**config.mk**
```make
export PLATFORM = sky130hd
export DESIGN_NAME = tcap_master_flat
export DESIGN_NICKNAME = d
export VERILOG_FILES = /design/src/design/tcap_pkg.sv /design/src/design/tcap_link_if.sv /design/src/design/tcap_master.sv /design/src/flat_wrapper.sv
export SDC_FILE = /design/constraint.sdc
export NUM_CORES = 1
export LEC_CHECK = 0
export BUFFER_PORTS_ARGS = -buffer_cell sky130_fd_sc_hd__buf_2
export CAP_MARGIN = 40
export CORE_MARGIN = 8
export CORE_UTILIZATION = 46
export DETAILED_ROUTE_END_ITERATION = 8
export PLACE_DENSITY = 0.91
export SYNTH_ARGS = -nofsm -noshare
export SYNTH_HDL_FRONTEND = slang
export SYNTH_SLANG_ARGS = --single-unit
```
**constraint.sdc**
```tcl
create_clock -name ref_clk_i -period 2.16 [get_ports ref_clk_i]
set_clock_uncertainty 0.05 [all_clocks]
set_input_delay 0 -clock ref_clk_i [delete_from_list [all_inputs] [get_ports ref_clk_i]]
set_output_delay 0 -clock ref_clk_i [all_outputs]
set_load 0.1 [all_outputs]
```
**src/design/tcap_pkg.sv**
```systemverilog
package tcap_pkg;
	// word layout
	localparam int WORD_BITS = 8;
	localparam int CODE_BITS = 5;
	localparam int STANDBY_POS = 5;
	localparam int RSV_HI_POS = 7;
	localparam int RSV_LO_POS = 6;
	localparam logic [7:0] WORD_RESET = 8'h00;
	localparam logic [4:0] CODE_RESET = 5'h00;
	// clock and timing
	localparam int CLK_NS = 8;
	localparam real SCL_PERIOD_NS = 38.4;
	localparam real SCL_PHASE_NS = 13.2;
	localparam real EN_SETUP_NS = 19.2;
	localparam real EN_GAP_NS = 38.4;
	localparam real SETTLE_US = 12.0;
	localparam real WAKE_US = 70.0;
	// least times round up; settle and wake times round down
	localparam int SCL_PHASE_CYC = int'($ceil(SCL_PHASE_NS / CLK_NS));
	localparam int EN_SETUP_CYC = int'($ceil(EN_SETUP_NS / CLK_NS));
	localparam int EN_GAP_CYC = int'($ceil(EN_GAP_NS / CLK_NS));
	localparam int SETTLE_CYC = int'($floor(SETTLE_US * 1000.0 / CLK_NS));
	localparam int WAKE_CYC = int'($floor(WAKE_US * 1000.0 / CLK_NS));
	// apb map of the controller
	localparam logic [11:0] CMD_OFS = 12'h000;
	localparam logic [11:0] STAT_OFS = 12'h004;
	localparam int BUSY_POS = 0;
	localparam int DIV_RESET = 4;
endpackage

```
**src/design/tcap_link_if.sv**
```systemverilog
interface tcap_link_if;
	logic sclk;
	logic sdata;
	logic latch_enable_in;
	modport master (output sclk, output sdata, output latch_enable_in);
	modport device (input sclk, input sdata, input latch_enable_in);
endinterface

```
**src/design/tcap_master.sv**
```systemverilog
// Decided for this implementation: the register offsets and the APB slave port.
module tcap_master
	import tcap_pkg::*;
#(
	parameter int HALF_CYCLES = 3
) (
	input wire logic ref_clk_i, // system clock
	input wire logic rst_i, // sync reset, high
	input wire logic psel, // apb select
	input wire logic penable, // apb access phase
	input wire logic pwrite, // apb direction
	input wire logic [11:0] paddr, // apb address
	input wire logic [31:0] pwdata, // apb write data
	output logic [31:0] prdata, // apb read data
	output logic pready, // apb ready
	output logic pslverr, // apb error
	tcap_link_if.master link // serial link pins
);
	import tcap_pkg::*;
	// the phase counter is eight bits wide, so too slow a link clock is refused as well
	localparam bit HALF_BAD = HALF_CYCLES < SCL_PHASE_CYC || HALF_CYCLES > 256
		|| 2 * HALF_CYCLES * CLK_NS < SCL_PERIOD_NS;
	if (HALF_BAD) begin : g_bad_half
		$error("HALF_CYCLES out of range for link clock timing");
	end

	typedef enum {IDLE, SETUP, LOW, HIGH, HOLD, GAP} state_t;
	state_t st_reg;
	logic [7:0] word_reg;
	logic [2:0] bit_reg;
	logic [7:0] cnt_reg;
	logic sclk_reg, sdat_reg, sen_reg;
	logic [31:0] prdata_reg;
	logic pready_reg, pslverr_reg;

	wire busy = (st_reg != IDLE);
	wire acc = psel & penable & ~pready_reg;
	wire hit_cmd = paddr == CMD_OFS;
	wire hit_stat = paddr == STAT_OFS;
	// a command lands on the edge that completes the transfer, and only if it was not refused
	wire fin = psel & penable & pready_reg;
	wire start = fin & pwrite & hit_cmd & ~pslverr_reg & ~busy;
	wire tdone = (cnt_reg == 8'h0);
	localparam logic [7:0] HALF = 8'(HALF_CYCLES - 1);
	localparam logic [7:0] SETUPC = 8'(EN_SETUP_CYC);
	localparam logic [7:0] GAPC = 8'(EN_GAP_CYC);

	// apb: one wait state; cmd write while busy is refused with error
	always_ff @(posedge ref_clk_i) begin
		if (rst_i) begin
			pready_reg <= 1'b0;
			pslverr_reg <= 1'b0;
			prdata_reg <= 32'h0;
		end else begin
			pready_reg <= acc;
			pslverr_reg <= acc & ~((hit_cmd & ~(pwrite & busy)) | (hit_stat & ~pwrite));
			prdata_reg <= (acc & hit_stat & ~pwrite) ? {31'h0, busy} : 32'h0;
		end
	end

	// serial sequencer; reserved bits forced zero
	always_ff @(posedge ref_clk_i) begin
		if (rst_i) begin
			st_reg <= IDLE;
			word_reg <= WORD_RESET;
			bit_reg <= 3'h7;
			cnt_reg <= 8'h0;
			sclk_reg <= 1'b0;
			sdat_reg <= 1'b0;
			sen_reg <= 1'b0;
		end else begin
			unique case (st_reg)
				IDLE: if (start) begin
					word_reg <= {2'b00, pwdata[5:0]};
					sen_reg <= 1'b1;
					cnt_reg <= SETUPC;
					bit_reg <= 3'h7;
					sdat_reg <= 1'b0;
					st_reg <= SETUP;
				end
				SETUP: if (tdone) begin
					sdat_reg <= word_reg[7]; // msb first
					cnt_reg <= HALF;
					st_reg <= LOW;
				end else cnt_reg <= cnt_reg - 8'h1;
				LOW: if (tdone) begin
					sclk_reg <= 1'b1;
					cnt_reg <= HALF;
					st_reg <= HIGH;
				end else cnt_reg <= cnt_reg - 8'h1;
				HIGH: if (tdone) begin
					sclk_reg <= 1'b0;
					cnt_reg <= HALF;
					if (bit_reg == 3'h0) begin
						st_reg <= HOLD;
					end else begin
						bit_reg <= bit_reg - 3'h1;
						sdat_reg <= word_reg[bit_reg - 3'h1];
						st_reg <= LOW;
					end
				end else cnt_reg <= cnt_reg - 8'h1;
				HOLD: if (tdone) begin
					sen_reg <= 1'b0;
					cnt_reg <= GAPC;
					st_reg <= GAP;
				end else cnt_reg <= cnt_reg - 8'h1;
				GAP: if (tdone) st_reg <= IDLE;
				else cnt_reg <= cnt_reg - 8'h1;
			endcase
		end
	end

	assign prdata = prdata_reg;
	assign pready = pready_reg;
	assign pslverr = pslverr_reg;
	assign link.sclk = sclk_reg;
	assign link.sdata = sdat_reg;
	assign link.latch_enable_in = sen_reg;
endmodule

```
**src/flat_wrapper.sv**
```systemverilog
// flat-port wrapper written by rule: the top's interface ports become plain ports
module tcap_master_flat import tcap_pkg::*;
#(
	parameter int HALF_CYCLES = 3
)
  (ref_clk_i, rst_i, psel, penable, pwrite, paddr, pwdata, prdata, pready, pslverr, link_sclk, link_sdata, link_latch_enable_in);
  tcap_link_if link_i ();
  input wire logic ref_clk_i;
  input wire logic rst_i;
  input wire logic psel;
  input wire logic penable;
  input wire logic pwrite;
  input wire logic [11:0] paddr;
  input wire logic [31:0] pwdata;
  output logic [31:0] prdata;
  output logic pready;
  output logic pslverr;
  output wire logic [$bits(link_i.sclk)-1:0] link_sclk;
  output wire logic [$bits(link_i.sdata)-1:0] link_sdata;
  output wire logic [$bits(link_i.latch_enable_in)-1:0] link_latch_enable_in;
  assign link_sclk = link_i.sclk;
  assign link_sdata = link_i.sdata;
  assign link_latch_enable_in = link_i.latch_enable_in;
  tcap_master #(.HALF_CYCLES(HALF_CYCLES)) u_core (.ref_clk_i(ref_clk_i), .rst_i(rst_i), .psel(psel), .penable(penable), .pwrite(pwrite), .paddr(paddr), .pwdata(pwdata), .prdata(prdata), .pready(pready), .pslverr(pslverr), .link(link_i));
endmodule
```
### Word-level counts from Yosys, hierarchy flattened

Cells that the tools add are included.
Widths: inputs -> output; s select.

* register bits: 86
* bits in latches: 0
* RAM bits: 0
* ROM bits: 0
* bits of input ports: 49
* output and inout bits: 37
* memories: 0

* add/sub/neg operators: 2
* multiply operators: 0
* div/mod/pow operators: 0
* magnitude comparators: 1
* eq/ne operators: 14
* shift operators: 0
* multiplexer cells: 28
* bitwise logic cells: 21
* reductions and logical operators: 18

Operator list (count)
* $mux 32: 6
* $pmux 32 s6: 1
* $eq 32x2->1 const B: 2
* $eq 32x3->1 const B: 2
* $eq 32x1->1 const B: 1
* $logic_not 32->1: 1
* $mux 8: 4
* $pmux 8 s4: 1
* $reduce_bool 32->1: 1
* $and 1x1->1: 13
* $eq 12x3->1 const B: 1
* $logic_not 12->1: 1
* $mux 3: 4
* $ne 2x1->1 const B: 6
* $logic_not 8->1: 1
* $sub 8x1->8 const B: 1
* $mux 1: 7
* $not 1->1: 7
* $pmux 3 s2: 1
* $reduce_and 3->1: 2
* $reduce_and 6->1: 1
* $reduce_bool 2->1: 3
* $reduce_and 5->1: 1
* $lt 3x4->1 const B: 1
* 12 further kinds: 15

### Depth between registers and ports, before layout

Gate-level depths: netlist (run 1).

* depth after elaboration: 8
* gate-level depth with buffers: 7
* depth with buffers taken out: 7

### Worst setup path after synthesis (run 1)

Ideal clock, no wire load.

* path type: reg2reg
* from: register u_core.pready_reg, in the netlist u_core.pready
* to: register u_core.bit_reg[1]
* setup time: 114 ps
* arrival time: 2346 ps
* path slack: -350 ps
* cell stages (with the launch flop): 7
* buffers on the path: 1
* clock period less this slack: 2510 ps
* path through: dfxtp_1 > nand2_1 > or4_4 > nor3_2 > buf_4 > o2111ai_1 > a21o_1

* cells in the longest elaborated chain, start to end: 7

Ends and longest elaborated chain
* start: declaration: line tcap_master.sv:34 `logic pready_reg, pslverr_reg;`
* start signal: assignment: line tcap_master.sv:51 `pready_reg <= 1'b0;`
* start signal: assignment: line tcap_master.sv:55 `pready_reg <= acc;`
* $and 1x1->1: line tcap_master.sv:41 `wire fin = psel & penable & pready_reg;`
* $and 1x1->1 (4 in a row): line tcap_master.sv:42 `wire start = fin & pwrite & hit_cmd & ~pslverr_reg & ~busy;`
* $ne 2x1->1 (no line)
* $reduce_and 4->1 (no line)
* end signal: assignment: line tcap_master.sv:97 `bit_reg <= bit_reg - 3'h1;`
* end: declaration: line tcap_master.sv:30 `logic [2:0] bit_reg;`

Every way passes these cells.
A chain may end at the register's enable or synchronous reset.

### Worst setup path after layout (run 1)

* from: register u_core.cnt_reg[0]
* to: register u_core.cnt_reg[5]

* cells in the longest elaborated chain, start to end: 3
* elaborated cells on any way between the ends: 8

Ends and longest elaborated chain
* start: declaration: line tcap_master.sv:31 `logic [7:0] cnt_reg;`
* start signal: assignment: line tcap_master.sv:85 `end else cnt_reg <= cnt_reg - 8'h1;`
* start signal: assignment: line tcap_master.sv:90 `end else cnt_reg <= cnt_reg - 8'h1;`
* start signal: assignment: line tcap_master.sv:101 `end else cnt_reg <= cnt_reg - 8'h1;`
* $sub 8x1->8 or $logic_not 8->1 (tied branches)
* $mux 8 (tied with other cells): line tcap_master.sv:107 `GAP: if (tdone) st_reg <= IDLE;`
* $pmux 8 s4 or $reduce_and 2->1 (tied branches)

Several ways; a longest one is shown, not always the timed one. The select of a mux whose other input is x is not followed.

==> impl_metrics.json, run 1 <==
{
  "cts-root-buf": "clkbuf_8",
  "syn_area_mm2": 0.00175,
  "final_common_cell": "conb_1",
  "ys_seq_area_share_pct": 29.7,
  "nets": 299,
  "clk_latency_ns": 0.27,
  "slew_headroom_pct": 58.4,
  "synth_edf_count": 0,
  "antenna_left": 0,
  "hold_start": "rst_i",
  "gp_congestion": 0.910,
  "drive_above_1_share_pct": 22.0,
  "path_clk_slew_ns": 0.09,
  "critPathLaunchType": "register",
  "ir_drop_uv": 411,
  "drt-initial-drc-count": 154,
  "syn_avg_cell_area_um2": 8.38,
  "clkSinkCount": 26,
  "finalSetupViolCount": 0,
  "arrival_ns": 2.15,
  "synth_cell_types": 49,
  "first_pass_iters": 5,
  "initial_core_util_pct": 47.8,
  "ff2ff_setup_slack_ns": 0.16,
  "place_area_mm2": 0.00183,
  "wl_per_cell_um": 14.3,
  "dieArea_mm2": 0.00604,
  "status": "finished clean",
  "cts_max_level": 1,
  "pre_cts_slack_ns": 0.0606,
  "max_freq_mhz": 501,
  "die_w_um": 77.7,
  "rows": 22,
  "num_io_pins": 86,
  "fin_ws_ns": 0.164,
  "yosys-top-cells-area": "dfxtp_1, buf_4, nor2_1, a21oi_1, mux2i_1",
  "die_h_um": 77.7,
  "slowest_delay_ns": 0.50,
  "viasPerCell": 5.42,
  "ys.flop_type": "dfxtp_1",
  "r2r_end": "u_core.cnt_reg[5]",
  "post-cts-setup-buffers": 0,
  "p_per_area_mw_per_mm2": 745,
  "fin_tns_setup_ns": 0,
  "critPathCaptureType": "register",
  "rr_startpoint": "u_core.cnt_reg[0]",
  "drv_slew": 0,
  "p_leak_nw": 0.832,
  "grt_pass1_wl_um": 6690,
  "crit_path_max_fanout": 9,
  "yosys_warnings": 0,
  "swShare_pct": 40.4,
  "switching_power_mw": 0.600,
  "cts_buffer_depth": 2,
  "largest_register_ffs": 8,
  "yosysTopAreaCell": "dfxtp_1",
  "clkPwrFrac_pct": 27.1,
  "syn_inst": 209,
  "power_mw": 1.49,
  "tritoncts": "built",
  "post-route-period-util_pct": 92.4,
  "portBuffers": 28,
  "holdPathStages": 2,
  "synth.top_cell.area_share_pct": 29.7,
  "design_area_mm2": 0.00200,
  "routed_wl_um": 4200,
  "tightest_slew_ns": 0.617,
  "vias": 1594,
  "worst_path_dominant_cell_family": "simple AND/OR/NAND/NOR gates",
  "grt_pass1_vias": 1531,
  "rsz0062_at_grt": "false",
  "antenna_cells": 0,
  "worstSetupPathType": "register to register",
  "layout_min_cycle_time_ns": 2.00,
  "drc": 0,
  "seq_power_share_pct": 35.4,
  "grt_overflow_total": 0,
  "p_int_mw": 0.887,
  "area_growth_pct": 14.0,
  "rr_worst_depth": 7,
  "core_area_mm2": 0.00366,
  "async_flop_share_pct": 0,
  "grt_antenna_before_repair": 0,
  "pwr-share-comb_pct": 37.5,
  "min_to": "u_core.word_reg[1]",
  "worst_hold_slack_ns": 0.0779,
  "maxCapViolCount": 0,
  "cp_cell_sequence": "inv_1 > ha_1 > nor3b_4 > nand3_2 > nor2_4 > or4_1 > a21oi_1",
  "hold_path.class": "input pin to register",
  "hold_viol_final": 0,
  "ys_ff_latch": 26,
  "grt_max_degree": 23,
  "cts_buffers": 3,
  "cp_slowest_cell": "or4_1",
  "dp_hpwl_um": 3130,
  "mostFrequentLayoutCells": "conb_1, buf_2, dfxtp_1",
  "grtUsageTotal_pct": 13.0,
  "cp_num_buf_inv": 1,
  "crit_required_ns": 2.31
}
-- through the flow --
step	utilization, %	instances
5_1_grt	54.5	294
2_1_floorplan	-	239
6_report	54.5	294
3_5_place_dp	50.1	282
4_1_cts	54.2	294
3_3_place_gp	50.1	282
-- area by class of cell --
cell class	instances	area, um2
clock inverter	1	30.0
fill	331	1660
sequential	26	522
tap	48	60.1
inverter	8	30.0
clock buffer	3	41.3
timing repair buffer	40	250
multi-input combinational	168	1060
-- cells in the mapped netlist, drive strengths merged (3+ instances only) --
cell    instances
buf            34
inv             8
nor4            4
mux2i           8
nand2          12
ha              3
clkbuf          3
nand4b          3
or3             6
nor2           23
o31ai           4
nor3            3
a31o            3
and3            3
nand3           5
dfxtp          26
a21o            3
o21ai           8
a21oi          17
or4             6
o211ai          3
-- per-layer routing --
metal	part of all wire (%)	up-vias	GRT usage, %
li1	-	771	-
met1	39	751	13.6
met2	50	70	23.2
met3	10	2	4.84
met4	0.62	0	4.15
met5	0	-	0
-- timing repair --
item                       CTS  global route
setup endpoints to repair    0             9
hold endpoints to repair     8             0
hold buffers                 8             0
gates resized for setup      0             2
-- power by group through the flow --
stage | logic (mW) | registers (mW) | clock network [mW]
2_1_floorplan | 0.492 | 0.545 | 0
3_3_place_gp | 0.521 | 0.534 | 0
3_5_place_dp | 0.531 | 0.536 | 0
4_1_cts | 0.542 | 0.525 | 0.414
5_1_grt | 0.584 | 0.530 | 0.433
6_report | 0.557 | 0.526 | 0.403
-- cells by family after synthesis --
family	Yosys count	synth area share [%]
adder cells (fa/ha/maj)	3	2.14
AND/OR/NAND/NOR	75	26.2
AO/OA/AOI/OAI	48	18.1
XOR/XNOR	1	0.500
flip-flops	26	29.7
buffers and inverters	45	16.6
other	1	0.214
multiplexers	10	6.50
-- worst max-delay path by stage --
| stage | to | from | cells past startpoint |
|---|---|---|---|
| finish | u_core.cnt_reg[5] | u_core.cnt_reg[0] | 7 |
| global route | u_core.bit_reg[1] | u_core.cnt_reg[0] | 7 |
| CTS | u_core.cnt_reg[5] | u_core.cnt_reg[0] | 7 |
| detailed placement | u_core.cnt_reg[5] | u_core.cnt_reg[0] | 7 |
| global placement | u_core.cnt_reg[1] | u_core.cnt_reg[0] | 7 |
| floorplan | u_core.bit_reg[1] | u_core.pready | 6 |
No activity file was read; power rests on OpenSTA's default activity.
==> inputs of run 2 (changes only) <==
--- a/config.mk
+++ b/config.mk
@@ -8,9 +8,9 @@
 export BUFFER_PORTS_ARGS = -buffer_cell sky130_fd_sc_hd__buf_2
 export CAP_MARGIN = 40
 export CORE_MARGIN = 8
-export CORE_UTILIZATION = 46
+export CORE_UTILIZATION = 50
 export DETAILED_ROUTE_END_ITERATION = 8
-export PLACE_DENSITY = 0.91
+export PLACE_DENSITY = 0.95
 export SYNTH_ARGS = -nofsm -noshare
 export SYNTH_HDL_FRONTEND = slang
 export SYNTH_SLANG_ARGS = --single-unit
==> constraint.sdc (replaced) <==
create_clock -name ref_clk_i -period 2.3 [get_ports ref_clk_i]
set_clock_uncertainty 0.05 [all_clocks]
set_input_delay 0 -clock ref_clk_i [delete_from_list [all_inputs] [get_ports ref_clk_i]]
set_output_delay 0 -clock ref_clk_i [all_outputs]
set_load 0.1 [all_outputs]
==> impl_metrics.json, run 2 (synthesized netlist as in run 1, its figures left out) <==
{
  "path_clk_slew_ns": 0.15,
  "num_io_pins": 86,
  "cp_cell_sequence": "inv_1 > ha_1 > nor3b_4 > nand3_1 > nor2_4 > or4_1 > a21oi_1",
  "drive_above_1_share_pct": 20.8,
  "tightest_slew_ns": 0.505,
  "final_common_cell": "conb_1",
  "cts_buffers": 3,
  "first_pass_iters": 4,
  "fin_tns_setup_ns": 0,
  "antenna_left": 0,
  "critPathCaptureType": "register",
  "cp_slowest_cell": "or4_1",
  "maxCapViolCount": 0,
  "grt_use_met3_pct": 2.53,
  "cts_buffer_depth": 2,
  "rsz0062_at_grt": "false",
  "clk_latency_ns": 0.32,
  "cts_max_level": 1,
  "grt_pass1_vias": 1510,
  "drt-initial-drc-count": 212,
  "wl_per_cell_um": 14.2,
  "p_leak_nw": 0.812,
  "post-cts-setup-buffers": 0,
  "die_w_um": 75.2,
  "worst_path_dominant_cell_family": "simple AND/OR/NAND/NOR gates",
  "grt_pass1_wl_um": 6590,
  "slowest_delay_ns": 0.50,
  "finalSetupViolCount": 0,
  "layout_min_cycle_time_ns": 2.12,
  "p_per_area_mw_per_mm2": 638,
  "use_met1_pct": 17.2,
  "core_area_mm2": 0.00336,
  "status": "finished clean",
  "mostFrequentLayoutCells": "conb_1, buf_2, dfxtp_1",
  "max_freq_mhz": 472,
  "largest_register_ffs": 8,
  "seq_area_um2": 522,
  "grt_max_degree": 23,
  "dieArea_mm2": 0.00565,
  "drv_slew": 0,
  "gp_congestion": 0.906,
  "grtUsageTotal_pct": 14.5,
  "die_h_um": 75.2,
  "hold_viol_final": 0,
  "vias": 1609,
  "clkSinkCount": 26,
  "stdcell_count": 291,
  "nets": 298,
  "dp_hpwl_um": 3080,
  "portBuffers": 28,
  "area_growth_pct": 11.3,
  "multiInputGateArea_mm2": 0.00106,
  "slew_headroom_pct": 66.0,
  "arrival_ns": 2.32,
  "grt_overflow_total": 0,
  "antenna_cells": 0,
  "routed_wl_um": 4130,
  "drc": 0,
  "critPathLaunchType": "register",
  "initial_core_util_pct": 52.1,
  "grtUsageMet2_pct": 24.9,
  "postLayoutCoreUtil_pct": 58.0,
  "cp_num_buf_inv": 1,
  "rows": 21,
  "worstSetupPathType": "register to register",
  "tritoncts": "built",
  "cts-root-buf": "clkbuf_4",
  "grt_antenna_before_repair": 0,
  "crit_path_max_fanout": 9,
  "post-route-period-util_pct": 92.2,
  "hold_path.class": "input pin to register",
  "viasPerCell": 5.53,
  "dp_cells": 278,
  "power_mw": 1.24,
  "top_usage_layer": "met2",
  "crit_required_ns": 2.50,
  "fill_cells": 296,
  "ir_drop_uv": 362
}
run 2: per-layer routing:
layer	vias up	share of wire [%]	wire length, um
met3	14	9.5	393
met1	736	39	1620
met2	88	49	2020
met5	-	0	0
li1	771	-	-
met4	0	2.2	89
run 2: repair_timing:
action                     4_1_cts  5_1_grt
setup endpoints to repair        0        1
resized for setup                0        1
hold endpoints to repair         8        0
hold buffers                     9        0
run 2: path summary, 6_finish.rpt:
check,cells past startpoint,to,start,slack (ns)
worst max-delay path,7,u_core.cnt_reg[3],u_core.cnt_reg[0],0.18
worst min-delay path,2,u_core.word_reg[3],rst_i,0.01
worst min register to register,2,u_core.link.sdata,u_core.link.sdata,0.46
worst max register to register,7,u_core.cnt_reg[3],u_core.cnt_reg[0],0.18
run 2: cell type report:
| cell class | instances | share of cell area [%] |
|---|---|---|
| timing repair buffer | 39 | 12.6 |
| sequential | 26 | 26.8 |
| tap | 46 | 2.95 |
| multi-input combinational | 168 | 54.3 |
| inverter | 8 | 1.54 |
| clock buffer | 4 | 1.86 |
run 2: power breakdown:
group | total, mW | leakage (nW) | switching, mW | internal, mW
logic | 0.518 | 0.580 | 0.386 | 0.132
registers | 0.495 | 0.210 | 0.0273 | 0.468
clock network | 0.231 | 0.0210 | 0.134 | 0.0968
total | 1.24 | 0.812 | 0.547 | 0.697
run 2: through the flow:
step	cell area [um2]	setup slack, ns	hold WS [ns]
detailed placement	1820	0.230	0.192
global placement	1820	0.292	0.184
CTS	1940	0.190	0.00491
global route	1950	0.0720	0.0191
floorplan	1870	0.148	0.0927
finish	1950	0.179	0.0124
